File: src/logic/npd_map.vh
`ifndef NPD_MAP_VH
`define NPD_MAP_VH

// Acknowledgement framing
`define NPD_ACK_ID          8'h00
`define NPD_ACK_LEN         8'h04
`define NPD_ACK_BYTES       3'h6
`define NPD_ACK_LAST_IDX    3'h5

// Emitted byte positions of one acknowledgement
`define NPD_EB_ID           3'h0
`define NPD_EB_LEN          3'h1
`define NPD_EB_ECHO_ID      3'h2
`define NPD_EB_CRC_LO       3'h3
`define NPD_EB_CRC_HI       3'h4
`define NPD_EB_CODE         3'h5

// Result codes
`define NPD_RES_OK          8'h00
`define NPD_RES_CRC         8'h01
`define NPD_RES_SIZE        8'h02
`define NPD_RES_RANGE       8'h03
`define NPD_RES_FLASH       8'h04
`define NPD_RES_NOT_READY   8'h05
`define NPD_RES_UNKNOWN     8'h06

// Identifier ranges and identifiers named by the dispatcher
`define NPD_ID_REQUEST      8'h01
`define NPD_ID_RESTORE      8'h04
`define NPD_ID_PASS         8'h0a
`define NPD_ID_STATE_LO     8'h14
`define NPD_ID_CFG_LO       8'hb4
`define NPD_ID_EXT_PV       8'h2c
`define NPD_ID_TIMER        8'hb4
`define NPD_ID_ZERO_ALIGN   8'hc1
`define NPD_ID_PIN_OUT      8'hc3
`define NPD_ID_DUAL_ANT     8'hc4

// Length table entry layout: {known, variable, length}
`define NPD_LT_KNOWN        9
`define NPD_LT_VAR          8
`define NPD_LT_LEN_HI       7
`define NPD_LT_LEN_LO       0
`define NPD_LT_FIX          2'b10
`define NPD_LT_VARLEN       2'b11
`define NPD_LT_NONE         10'h000

// CRC16-CCITT
`define NPD_CRC_INIT        16'hffff
`define NPD_CRC_POLY        16'h1021

// Output FIFO shape
`define NPD_FIFO_W          9
`define NPD_FIFO_D          8
`define NPD_FIFO_AW         3

`endif

File: src/logic/npd_fifo.v
`timescale 1ns/100ps
`default_nettype none

module npd_fifo #(
    parameter W  = 9,
    parameter D  = 8,
    parameter AW = 3
) (
    input  wire         clk,       // System clock
    input  wire         resetn,    // Synchronous reset, active low
    input  wire         ce,        // Clock enable
    input  wire [W-1:0] in_data,   // Write word
    input  wire         in_valid,  // Write request
    output wire         in_ready,  // Space available
    output reg  [W-1:0] out_data,  // Registered read word
    output reg          out_valid, // Read word present
    input  wire         out_ready  // Reader takes word
);
    localparam [AW:0] DEPTH = D[AW:0];
    localparam [AW:0] ONE   = {{AW{1'b0}}, 1'b1};

    reg [W-1:0]  mem [0:D-1];
    reg [AW-1:0] wr_q;
    reg [AW-1:0] rd_q;
    reg [AW:0]   cnt_q;
    wire         push;
    wire         pop;

    // Full is honest: output stage excluded, array count only
    assign in_ready = (cnt_q != DEPTH);
    assign push     = in_valid && in_ready;
    assign pop      = (cnt_q != {(AW+1){1'b0}}) && (!out_valid || out_ready);

    // Array write side
    always @(posedge clk) begin
        if (ce && push) begin
            mem[wr_q] <= in_data;
        end
    end

    // Pointers, count and registered output stage
    always @(posedge clk) begin
        if (!resetn) begin
            wr_q      <= {AW{1'b0}};
            rd_q      <= {AW{1'b0}};
            cnt_q     <= {(AW+1){1'b0}};
            out_valid <= 1'b0;
            out_data  <= {W{1'b0}};
        end else if (ce) begin
            if (push) begin
                wr_q <= wr_q + 1'b1;
            end
            if (pop) begin
                rd_q      <= rd_q + 1'b1;
                out_data  <= mem[rd_q];
                out_valid <= 1'b1;
            end else if (out_ready) begin
                out_valid <= 1'b0;
            end
            if (push && !pop) begin
                cnt_q <= cnt_q + ONE;
            end else if (pop && !push) begin
                cnt_q <= cnt_q - ONE;
            end
        end
    end
endmodule

`default_nettype wire

File: src/logic/npd_dispatch.v
// Operation
// - Ack is id 0, four bytes, fixed layout
// - Ack CRC field echoes received header CRC
// - Result codes zero through six as listed
// - Wrong table length answers code two
// - Out-of-range field answers code three
// - Unknown identifier answers code six
// - Not ready gives five, flash failure four
// - Pass-through id 10 has variable length
// - External position velocity id 44, sixty bytes
// - Timer period id 180, four bytes
// - Pin output setting id 195, 33 bytes
// - Dual antenna setting id 196, 17 bytes
// - Every configuration packet gets an ack
// - External inputs acked only on failure
// - CRC16-CCITT over payload, seed all ones
`timescale 1ns/100ps
`default_nettype none
`include "npd_map.vh"

module npd_dispatch (
    input  wire        clk,         // 250 MHz system clock
    input  wire        resetn,      // Synchronous reset, active low
    input  wire        ce,          // Clock enable, freezes all state
    input  wire        hdr_valid,   // Header descriptor offered
    input  wire [7:0]  hdr_id,      // Received packet identifier
    input  wire [7:0]  hdr_len,     // Received length field
    input  wire [15:0] hdr_crc,     // Received header CRC
    output wire        hdr_ready,   // Header taken when high
    input  wire        pay_valid,   // Payload byte offered
    input  wire [7:0]  pay_data,    // Payload byte
    output wire        pay_ready,   // Payload byte taken when high
    input  wire        range_err,   // Field checker found bad value
    input  wire        not_ready,   // System cannot process yet
    input  wire        flash_fail,  // Nonvolatile store failed
    output reg         cmd_valid,   // Accepted packet pulse
    output reg  [7:0]  cmd_id,      // Accepted packet identifier
    output reg  [7:0]  cmd_len,     // Accepted packet length
    output reg  [7:0]  last_code,   // Result of the latest packet
    output reg  [15:0] ack_count,   // Acks sent
    output reg  [15:0] nak_count,   // Failure acks sent
    output wire        ack_valid,   // Ack byte offered
    output wire [7:0]  ack_data,    // Ack stream byte
    output wire        ack_last,    // Final byte of an ack
    input  wire        ack_ready    // Downstream takes byte
);
    localparam [3:0] S_IDLE = 4'b0001;
    localparam [3:0] S_PAY  = 4'b0010;
    localparam [3:0] S_EVAL = 4'b0100;
    localparam [3:0] S_EMIT = 4'b1000;

    reg [3:0]  state_q;
    reg [3:0]  state_d;
    reg [7:0]  id_q;
    reg [7:0]  len_q;
    reg [15:0] hcrc_q;
    reg [15:0] crc_q;
    reg [7:0]  left_q;
    reg        rng_q;
    reg [7:0]  code_q;
    reg [7:0]  code_d;
    reg        send_d;
    reg [2:0]  idx_q;
    reg        hdr_rdy_q;
    reg        pay_rdy_q;
    wire       fifo_in_ready;
    wire       push;
    wire       hdr_take;
    wire       pay_take;
    wire [9:0] entry;
    wire [8:0] fifo_out;
    wire       crc_bad;
    wire       id_unknown;
    wire       len_bad;
    wire       val_bad;
    wire       last_push;
    wire [8:0] ack_word;

    // One byte of CRC16-CCITT, msb first
    function [15:0] crc_byte;
        input [15:0] c;
        input [7:0]  d;
        integer      i;
        reg [15:0]   r;
        begin
            r = c ^ {d, 8'h00};
            for (i = 0; i < 8; i = i + 1) begin
                if (r[15]) begin
                    r = {r[14:0], 1'b0} ^ `NPD_CRC_POLY;
                end else begin
                    r = {r[14:0], 1'b0};
                end
            end
            crc_byte = r;
        end
    endfunction

    // Receivable identifiers; output-only ones are rejected as unknown
    function [9:0] len_table;
        input [7:0] id;
        begin
            case (id)
                `NPD_ID_REQUEST:    len_table = {`NPD_LT_VARLEN, 8'h00};
                8'h02:              len_table = {`NPD_LT_FIX, 8'h01};
                `NPD_ID_RESTORE:    len_table = {`NPD_LT_FIX, 8'h04};
                8'h05:              len_table = {`NPD_LT_FIX, 8'h04};
                `NPD_ID_PASS:       len_table = {`NPD_LT_VARLEN, 8'h00};
                8'h1d:              len_table = {`NPD_LT_FIX, 8'h4a};
                `NPD_ID_EXT_PV:     len_table = {`NPD_LT_FIX, 8'h3c};
                8'h2d:              len_table = {`NPD_LT_FIX, 8'h24};
                8'h2e:              len_table = {`NPD_LT_FIX, 8'h18};
                8'h2f:              len_table = {`NPD_LT_FIX, 8'h18};
                8'h30:              len_table = {`NPD_LT_FIX, 8'h08};
                8'h35:              len_table = {`NPD_LT_FIX, 8'h08};
                8'h37:              len_table = {`NPD_LT_VARLEN, 8'h00};
                8'h38:              len_table = {`NPD_LT_FIX, 8'h08};
                8'h39:              len_table = {`NPD_LT_FIX, 8'h0c};
                8'h43:              len_table = {`NPD_LT_FIX, 8'h0d};
                8'h44:              len_table = {`NPD_LT_FIX, 8'h19};
                8'h48:              len_table = {`NPD_LT_FIX, 8'h08};
                8'h53:              len_table = {`NPD_LT_FIX, 8'h08};
                `NPD_ID_TIMER:      len_table = {`NPD_LT_FIX, 8'h04};
                8'hb5:              len_table = {`NPD_LT_VARLEN, 8'h00};
                8'hb6:              len_table = {`NPD_LT_FIX, 8'h11};
                8'hb8:              len_table = {`NPD_LT_FIX, 8'h04};
                8'hb9:              len_table = {`NPD_LT_FIX, 8'h49};
                8'hba:              len_table = {`NPD_LT_FIX, 8'h11};
                8'hbb:              len_table = {`NPD_LT_VARLEN, 8'h00};
                8'hbc:              len_table = {`NPD_LT_FIX, 8'h0d};
                8'hc0:              len_table = {`NPD_LT_FIX, 8'h08};
                `NPD_ID_ZERO_ALIGN: len_table = {`NPD_LT_FIX, 8'h05};
                8'hc2:              len_table = {`NPD_LT_FIX, 8'h31};
                `NPD_ID_PIN_OUT:    len_table = {`NPD_LT_FIX, 8'h21};
                `NPD_ID_DUAL_ANT:   len_table = {`NPD_LT_FIX, 8'h11};
                8'hc5:              len_table = {`NPD_LT_FIX, 8'h55};
                8'hc6:              len_table = {`NPD_LT_FIX, 8'h40};
                8'hc7:              len_table = {`NPD_LT_FIX, 8'h41};
                default:            len_table = `NPD_LT_NONE;
            endcase
        end
    endfunction

    // External inputs and requests stay silent on success
    function quiet_ok;
        input [7:0] id;
        begin
            quiet_ok = (id == `NPD_ID_REQUEST) ||
                       ((id >= `NPD_ID_STATE_LO) && (id < `NPD_ID_CFG_LO));
        end
    endfunction

    // Byte of the acknowledgement at a stream position
    function [7:0] ack_byte;
        input [2:0]  idx;
        input [7:0]  id;
        input [15:0] crc;
        input [7:0]  code;
        begin
            case (idx)
                `NPD_EB_ID:      ack_byte = `NPD_ACK_ID;
                `NPD_EB_LEN:     ack_byte = `NPD_ACK_LEN;
                `NPD_EB_ECHO_ID: ack_byte = id;
                `NPD_EB_CRC_LO:  ack_byte = crc[7:0];
                `NPD_EB_CRC_HI:  ack_byte = crc[15:8];
                `NPD_EB_CODE:    ack_byte = code;
                default:         ack_byte = 8'h00;
            endcase
        end
    endfunction

    assign entry     = len_table(id_q);
    assign hdr_ready = hdr_rdy_q;
    assign pay_ready = pay_rdy_q;
    assign hdr_take  = hdr_valid && hdr_rdy_q;
    assign pay_take  = pay_valid && pay_rdy_q;
    // Emission stalls on a full FIFO, so back-pressure reaches the input
    assign push      = state_q[3] && fifo_in_ready;
    assign last_push = push && (idx_q == `NPD_ACK_LAST_IDX);
    // Last-byte flag rides beside the byte through the queue
    assign ack_word  = {(idx_q == `NPD_ACK_LAST_IDX), ack_byte(idx_q, id_q, hcrc_q, code_q)};

    // Check outcomes, one wire each so the order below stays readable
    assign crc_bad    = (crc_q != hcrc_q);
    assign id_unknown = !entry[`NPD_LT_KNOWN];
    assign len_bad    = !entry[`NPD_LT_VAR] &&
                        (entry[`NPD_LT_LEN_HI:`NPD_LT_LEN_LO] != len_q);
    // Eval-cycle flag counts too, not only those seen during payload
    assign val_bad    = rng_q || range_err;

    // Verdict: first failing check wins, in fixed order
    always @* begin
        code_d = `NPD_RES_OK;
        if (crc_bad) begin
            code_d = `NPD_RES_CRC;
        end else if (id_unknown) begin
            code_d = `NPD_RES_UNKNOWN;
        end else if (len_bad) begin
            code_d = `NPD_RES_SIZE;
        end else if (val_bad) begin
            code_d = `NPD_RES_RANGE;
        end else if (not_ready) begin
            code_d = `NPD_RES_NOT_READY;
        end else if (flash_fail) begin
            code_d = `NPD_RES_FLASH;
        end
        // Configuration always acked, external inputs only on failure
        send_d = (code_d != `NPD_RES_OK) || !quiet_ok(id_q);
    end

    // Next state
    always @* begin
        state_d = state_q;
        case (state_q)
            S_IDLE: begin
                if (hdr_take) begin
                    state_d = (hdr_len == 8'h00) ? S_EVAL : S_PAY;
                end
            end
            S_PAY: begin
                if (pay_take && (left_q == 8'h01)) begin
                    state_d = S_EVAL;
                end
            end
            S_EVAL: begin
                state_d = send_d ? S_EMIT : S_IDLE;
            end
            S_EMIT: begin
                if (last_push) begin
                    state_d = S_IDLE;
                end
            end
            default: begin
                state_d = S_IDLE;
            end
        endcase
    end

    // Header capture, payload CRC and counters
    always @(posedge clk) begin
        if (!resetn) begin
            state_q   <= S_IDLE;
            id_q      <= 8'h00;
            len_q     <= 8'h00;
            hcrc_q    <= 16'h0000;
            crc_q     <= `NPD_CRC_INIT;
            left_q    <= 8'h00;
            rng_q     <= 1'b0;
            code_q    <= `NPD_RES_OK;
            hdr_rdy_q <= 1'b0;
            pay_rdy_q <= 1'b0;
        end else if (ce) begin
            state_q   <= state_d;
            hdr_rdy_q <= (state_d == S_IDLE);
            pay_rdy_q <= (state_d == S_PAY);
            if (hdr_take) begin
                id_q   <= hdr_id;
                len_q  <= hdr_len;
                hcrc_q <= hdr_crc;
                left_q <= hdr_len;
                crc_q  <= `NPD_CRC_INIT;
                rng_q  <= 1'b0;
            end
            if (pay_take) begin
                crc_q  <= crc_byte(crc_q, pay_data);
                left_q <= left_q - 8'h01;
            end
            // Range flag may arrive with any payload byte or at evaluation
            if (range_err && (state_q[1] || state_q[2])) begin
                rng_q <= 1'b1;
            end
            if (state_q[2]) begin
                code_q <= code_d;
            end
        end
    end

    // Ack slot index; restarts at each evaluation
    always @(posedge clk) begin
        if (!resetn) begin
            idx_q <= 3'h0;
        end else if (ce) begin
            if (state_q[2]) begin
                idx_q <= 3'h0;
            end else if (push) begin
                idx_q <= idx_q + 3'h1;
            end
        end
    end

    // Dispatch outputs and statistics
    always @(posedge clk) begin
        if (!resetn) begin
            cmd_valid <= 1'b0;
            cmd_id    <= 8'h00;
            cmd_len   <= 8'h00;
            last_code <= `NPD_RES_OK;
            ack_count <= 16'h0000;
            nak_count <= 16'h0000;
        end else if (ce) begin
            cmd_valid <= 1'b0;
            if (state_q[2]) begin
                last_code <= code_d;
                if (code_d == `NPD_RES_OK) begin
                    cmd_valid <= 1'b1;
                    cmd_id    <= id_q;
                    cmd_len   <= len_q;
                end
                // Counters wrap; software-side sampling tolerates that
                if (send_d) begin
                    ack_count <= ack_count + 16'h0001;
                end
                if (code_d != `NPD_RES_OK) begin
                    nak_count <= nak_count + 16'h0001;
                end
            end
        end
    end

    // Acks queue here so a slow serial side does not block decode at once
    npd_fifo #(
        .W  (`NPD_FIFO_W),
        .D  (`NPD_FIFO_D),
        .AW (`NPD_FIFO_AW)
    ) u_fifo (
        .clk       (clk),
        .resetn    (resetn),
        .ce        (ce),
        .in_data   (ack_word),
        .in_valid  (state_q[3]),
        .in_ready  (fifo_in_ready),
        .out_data  (fifo_out),
        .out_valid (ack_valid),
        .out_ready (ack_ready)
    );

    assign ack_data = fifo_out[7:0];
    assign ack_last = fifo_out[8];
endmodule

`default_nettype wire

File: config.mk
export PLATFORM = sky130hd
export DESIGN_NAME = npd_dispatch
export DESIGN_NICKNAME = d
export VERILOG_FILES = /design/src/logic/npd_fifo.v /design/src/logic/npd_dispatch.v
export VERILOG_INCLUDE_DIRS = /design/src /design/src/logic
export SDC_FILE = /design/constraint.sdc
export NUM_CORES = 1
export LEC_CHECK = 0
export BUFFER_PORTS_ARGS = -buffer_cell sky130_fd_sc_hd__clkbuf_2
export CAP_MARGIN = 0
export CORE_MARGIN = 2
export CORE_UTILIZATION = 45
export DETAILED_ROUTE_END_ITERATION = 16
export PLACE_DENSITY_LB_ADDON = 0.12
export SLEW_MARGIN = 10
export SYNTH_ARGS = -nofsm -noshare
export SYNTH_HDL_FRONTEND = slang
export SYNTH_SLANG_ARGS = --single-unit
File: constraint.sdc
create_clock -name clk -period 3.6 [get_ports clk]
set_input_delay 0.72 -clock clk [delete_from_list [all_inputs] [get_ports clk]]
set_output_delay 0.72 -clock clk [all_outputs]
set_load 0.02 [all_outputs]
==> qor.log <==
[critical_path] Crit path required time 4.04 ns
[clock_network] clock slew at the register clock pins of the worst setup and hold paths 0.06 ns
[sta] shortest period the worst path allows 3.35 ns
[grt] number of antenna violations at the first check in global routing 0
[sta] worst-margin pin slew 1.00 ns
[pwr] Max IR drop VDD 0.314 mV
[sta] number of pins exceeding their max-slew limit in the final report 0
[placed_design] GPL Wtd Cong 0.878
[cells_and_area] layout overhead on the synthesized area 15.9%
[logic_synthesis] count of state elements after synthesis 210
[clock_network] total CTS buffers 23
[routing] number of detailed-routing iterations run before antenna repair 6
[sta] fin crit share 93.1%
[cells_and_area] fraction of layout instances using a drive strength above 1 18.8%
[critical_path] worst setup path startpoint id_q[2]
[sta] final setup violating endpoints 0
[floorplanning] width of the chip 153 um
[cells_and_area] sequential cell area in the final layout 0.00492 mm^2
[pwr] power after layout 5.75 mW
[logic_synthesis] Syn Area/Cell 9.72 um^2
[floorplanning] total die area 0.0235 mm^2
[pwr] power density of the placed cells 495 mW/mm^2
[clock_network] number of buffers on the longest clock path 3
[floorplanning] initial standard-cell utilization of the core 45.9%
[grt] maximum number of pins on one net before global-route repair 80
[clock_network] count of H-tree levels built during CTS 1
[placed_design] number of buffer cells added on primary ports 112
[cells_and_area] number of diodes 0
[logic_synthesis] number of unique standard cell types used by synthesis 74
[sta] unrepaired setup endpoints after global routing false
[placed_design] number of placed instances, taps included 1388
[floorplanning] height of the die 153 um
[sta] setup tns final 0 ns
[critical_path] launch point of the worst reg-to-reg path id_q[2]
[status] outcome completed
[critical_path] CP Class register to register
[routing] routed wire length 25100 um
[routing] post-DR wirelength/cell 17.5 um
[clock_network] TritonCTS clock tree built
[min_path] launch instance of the worst min-delay path hdr_crc[12]
[critical_path] crit-path max FO 27
[sta] Highest Clock Rate 0.298 GHz
[job] count of max-cap constraint violations 0
[critical_path] critical-path cell with the highest stage delay sky130_fd_sc_hd__dfxtp_1
[grt] global-route usage over all layers 21.5%
[sta] number of endpoints with negative hold slack in the final report 0
[critical_path] largest stage delay on the critical path 0.67 ns
[cells_and_area] final core utilization 53.2%
[critical_path] worst path arrival time 3.79 ns
[routing] vias after detailed routing 8021
[cells_and_area] combined area of the multi-input logic cells 0.00472 mm^2
[grt] via count of the first global-routing pass 7602
[grt] total grt overflow 0
[cells_and_area] fin cells 1430
[clock_network] clock root cell sky130_fd_sc_hd__clkbuf_16
[logic_synthesis] sequential-to-total area share from yosys stat 49.2%
[placed_design] estimated wirelength of the detail-placed design 17600 um
[logic_synthesis] Synth async-reset ratio 0%
[routing] Antenna Nets Post-Route 0
[grt] wire length of the first global-routing pass 41300 um
[routing] number of DRC markers in iteration 0 598
[logic_synthesis] warning count from the yosys run 0
[logic_synthesis] number of enable-type register cells in the synthesized netlist 72
[sta] worst slew slack as a fraction of its limit 33.1%
[cells_and_area] Final Net Count 1197
[critical_path] list of cells traversed by the critical path or4b_4, o32ai_1, o21ai_0, a22oi_1, a211o_2, o311ai_4, buf_12, or4_1, a21oi_1
[routing] Via density 5.61
[floorplanning] number of placement rows 54
[clock_network] worst-skew pair later-pin latency 0.51 ns
[clock_network] clock sinks 210
[cells_and_area] FILL cells 2008
[floorplanning] Placeable Area 0.0218 mm^2
[logic_synthesis] post-synth design cell area 0.0100 mm^2
[critical_path] startpoint kind of the worst setup timing path register
[critical_path] Critical Path Sink Type register
[sta] setup clock skew after layout 0.0127 ns
[logic_synthesis] predominant post-synthesis flop cell sky130_fd_sc_hd__dfxtp_1
[min_path] Tightest Hold Check Type input port to register
[logic_synthesis] number of cells produced by synthesis 1030
[pwr] leakage power of the design 4.22 nW
[floorplanning] number of ports placed on the die boundary 118
[routing] DRC violations left 0
==> per-layer routing <==
metal / vias to the layer above / global-route usage [%] / part of all wire [%]
met5: - / 0 / 0
met2: 182 / 35.2 / 47
li1: 3965 / - / -
met1: 3835 / 30.0 / 47
met3: 39 / 3.20 / 3.7
met4: 0 / 5.82 / 2.3
==> cell usage after synthesis, types with 18 or more instances <==
cell type                    n  share of area (%)
sky130_fd_sc_hd__nand3_1    22                1.1
sky130_fd_sc_hd__mux4_2     18                4.0
sky130_fd_sc_hd__a21oi_1    85                4.2
sky130_fd_sc_hd__mux2i_1    20                2.0
sky130_fd_sc_hd__dfxtp_1   138                 28
sky130_fd_sc_hd__o21ai_0    43                2.1
sky130_fd_sc_hd__xnor2_1    40                3.5
sky130_fd_sc_hd__nand4_1    30                1.9
sky130_fd_sc_hd__edfxtp_1   72                 22
sky130_fd_sc_hd__nor3_1     25                1.2
sky130_fd_sc_hd__nand2_1   157                5.9
sky130_fd_sc_hd__nor2_1     60                2.2
sky130_fd_sc_hd__clkbuf_1   47                1.8
sky130_fd_sc_hd__nand2b_1   20                1.2
==> stage by stage <==
step / setup slack [ns] / hold slack [ns] / cell area [um^2]
global route: 0.0000724 / 0.406 / 11600
detailed placement: 0.178 / 0.454 / 10900
CTS: 0.173 / 0.408 / 11600
floorplan: 0.606 / 0.453 / 10000
global placement: 0.217 / 0.447 / 10900
finish: 0.249 / 0.425 / 11600
==> final cells by class <==
type / count / area share [%]
tap: 280 / 3.02
clock inverter: 7 / 0.550
clock buffer: 35 / 5.61
sequential: 210 / 42.4
multi-input combinational: 736 / 40.6
timing repair buffer: 146 / 7.24
inverter: 16 / 0.517
==> kinds of logic (layout without fill, tap and decap cells) <==
kind of cell    after synthesis  after routing  synth area share [%]
other cells                   1              5                0.0374
xor+xnor                     56             56                  4.90
fa+ha+maj                    15             15                  1.95
compound gates              223            223                  14.0
simple gates                399            399                  19.9
buf+inv                      88            204                  3.96
flops                       210            210                  49.2
mux                          38             38                  6.05
==> timing repair <==
action	4_1_cts	5_1_grt
endpoints found under the setup margin	0	17
resized for setup	0	1
setup buffers	0	0
hold buffers	0	0
==> cell usage in the layout (no fill, tap or decap), drive strengths merged, types with 4 or more instances in the layout <==
master / synthesis / routed
or3: 13 / 13
xor2: 16 / 16
or4: 13 / 13
o22ai: 16 / 16
nand2: 157 / 157
o21ai: 46 / 46
a32oi: 5 / 5
nor3: 25 / 25
o31ai: 18 / 18
nor2b: 6 / 6
and2: 6 / 6
inv: 16 / 17
clkbuf: 47 / 147
buf: 25 / 34
mux2i: 20 / 20
dfxtp: 138 / 138
a21oi: 85 / 85
ha: 14 / 14
nor4: 14 / 14
o41ai: 4 / 4
mux4: 18 / 18
xnor2: 40 / 40
nor2: 60 / 60
conb: 1 / 5
nand2b: 20 / 20
edfxtp: 72 / 72
clkinv: 0 / 4
and3: 12 / 12
nand4: 30 / 30
a211oi: 14 / 14
o21a: 6 / 6
nand3: 23 / 23
==> final timing paths <==
path | depth (start not counted) | to | slack, ns
max | 9 | nak_count[14] | 0.25
min | 3 | hcrc_q[12] | 0.42
max reg2reg | 9 | nak_count[14] | 0.25
min reg2reg | 2 | cmd_len[3] | 0.46
==> worst max-delay path: cells and delay by family, from the launching register on <==
family                 cells  cell delay [ns]
buffers and inverters      1             0.18
flip-flops                 1             0.67
AND/OR/NAND/NOR            2             1.08
AO/OA/AOI/OAI              6             1.34
==> power breakdown <==
part	switching, mW	internal [mW]	leakage [nW]
registers	0.123	2.54	1.89
logic	0.464	0.379	1.98
clock network	0.931	1.32	0.345
total	1.52	4.23	4.22
==> state kept, by name, summed over array words and instances, names as in the netlist <==
register          cells
rng_q                 1
cmd_id                8
u_fifo.out_valid      1
last_code             3
crc_q                16
cmd_len               8
ack_count            16
id_q                  8
u_fifo.cnt_q          4
len_q                 8
cmd_valid             1
hdr_ready             1
left_q                8
u_fifo.rd_q           3
state_q               4
nak_count            16
hcrc_q               16
idx_q                 3
u_fifo.mem           72
pay_ready             1
u_fifo.out_data       9
u_fifo.wr_q           3
No activity file was read; power rests on OpenSTA's default activity.
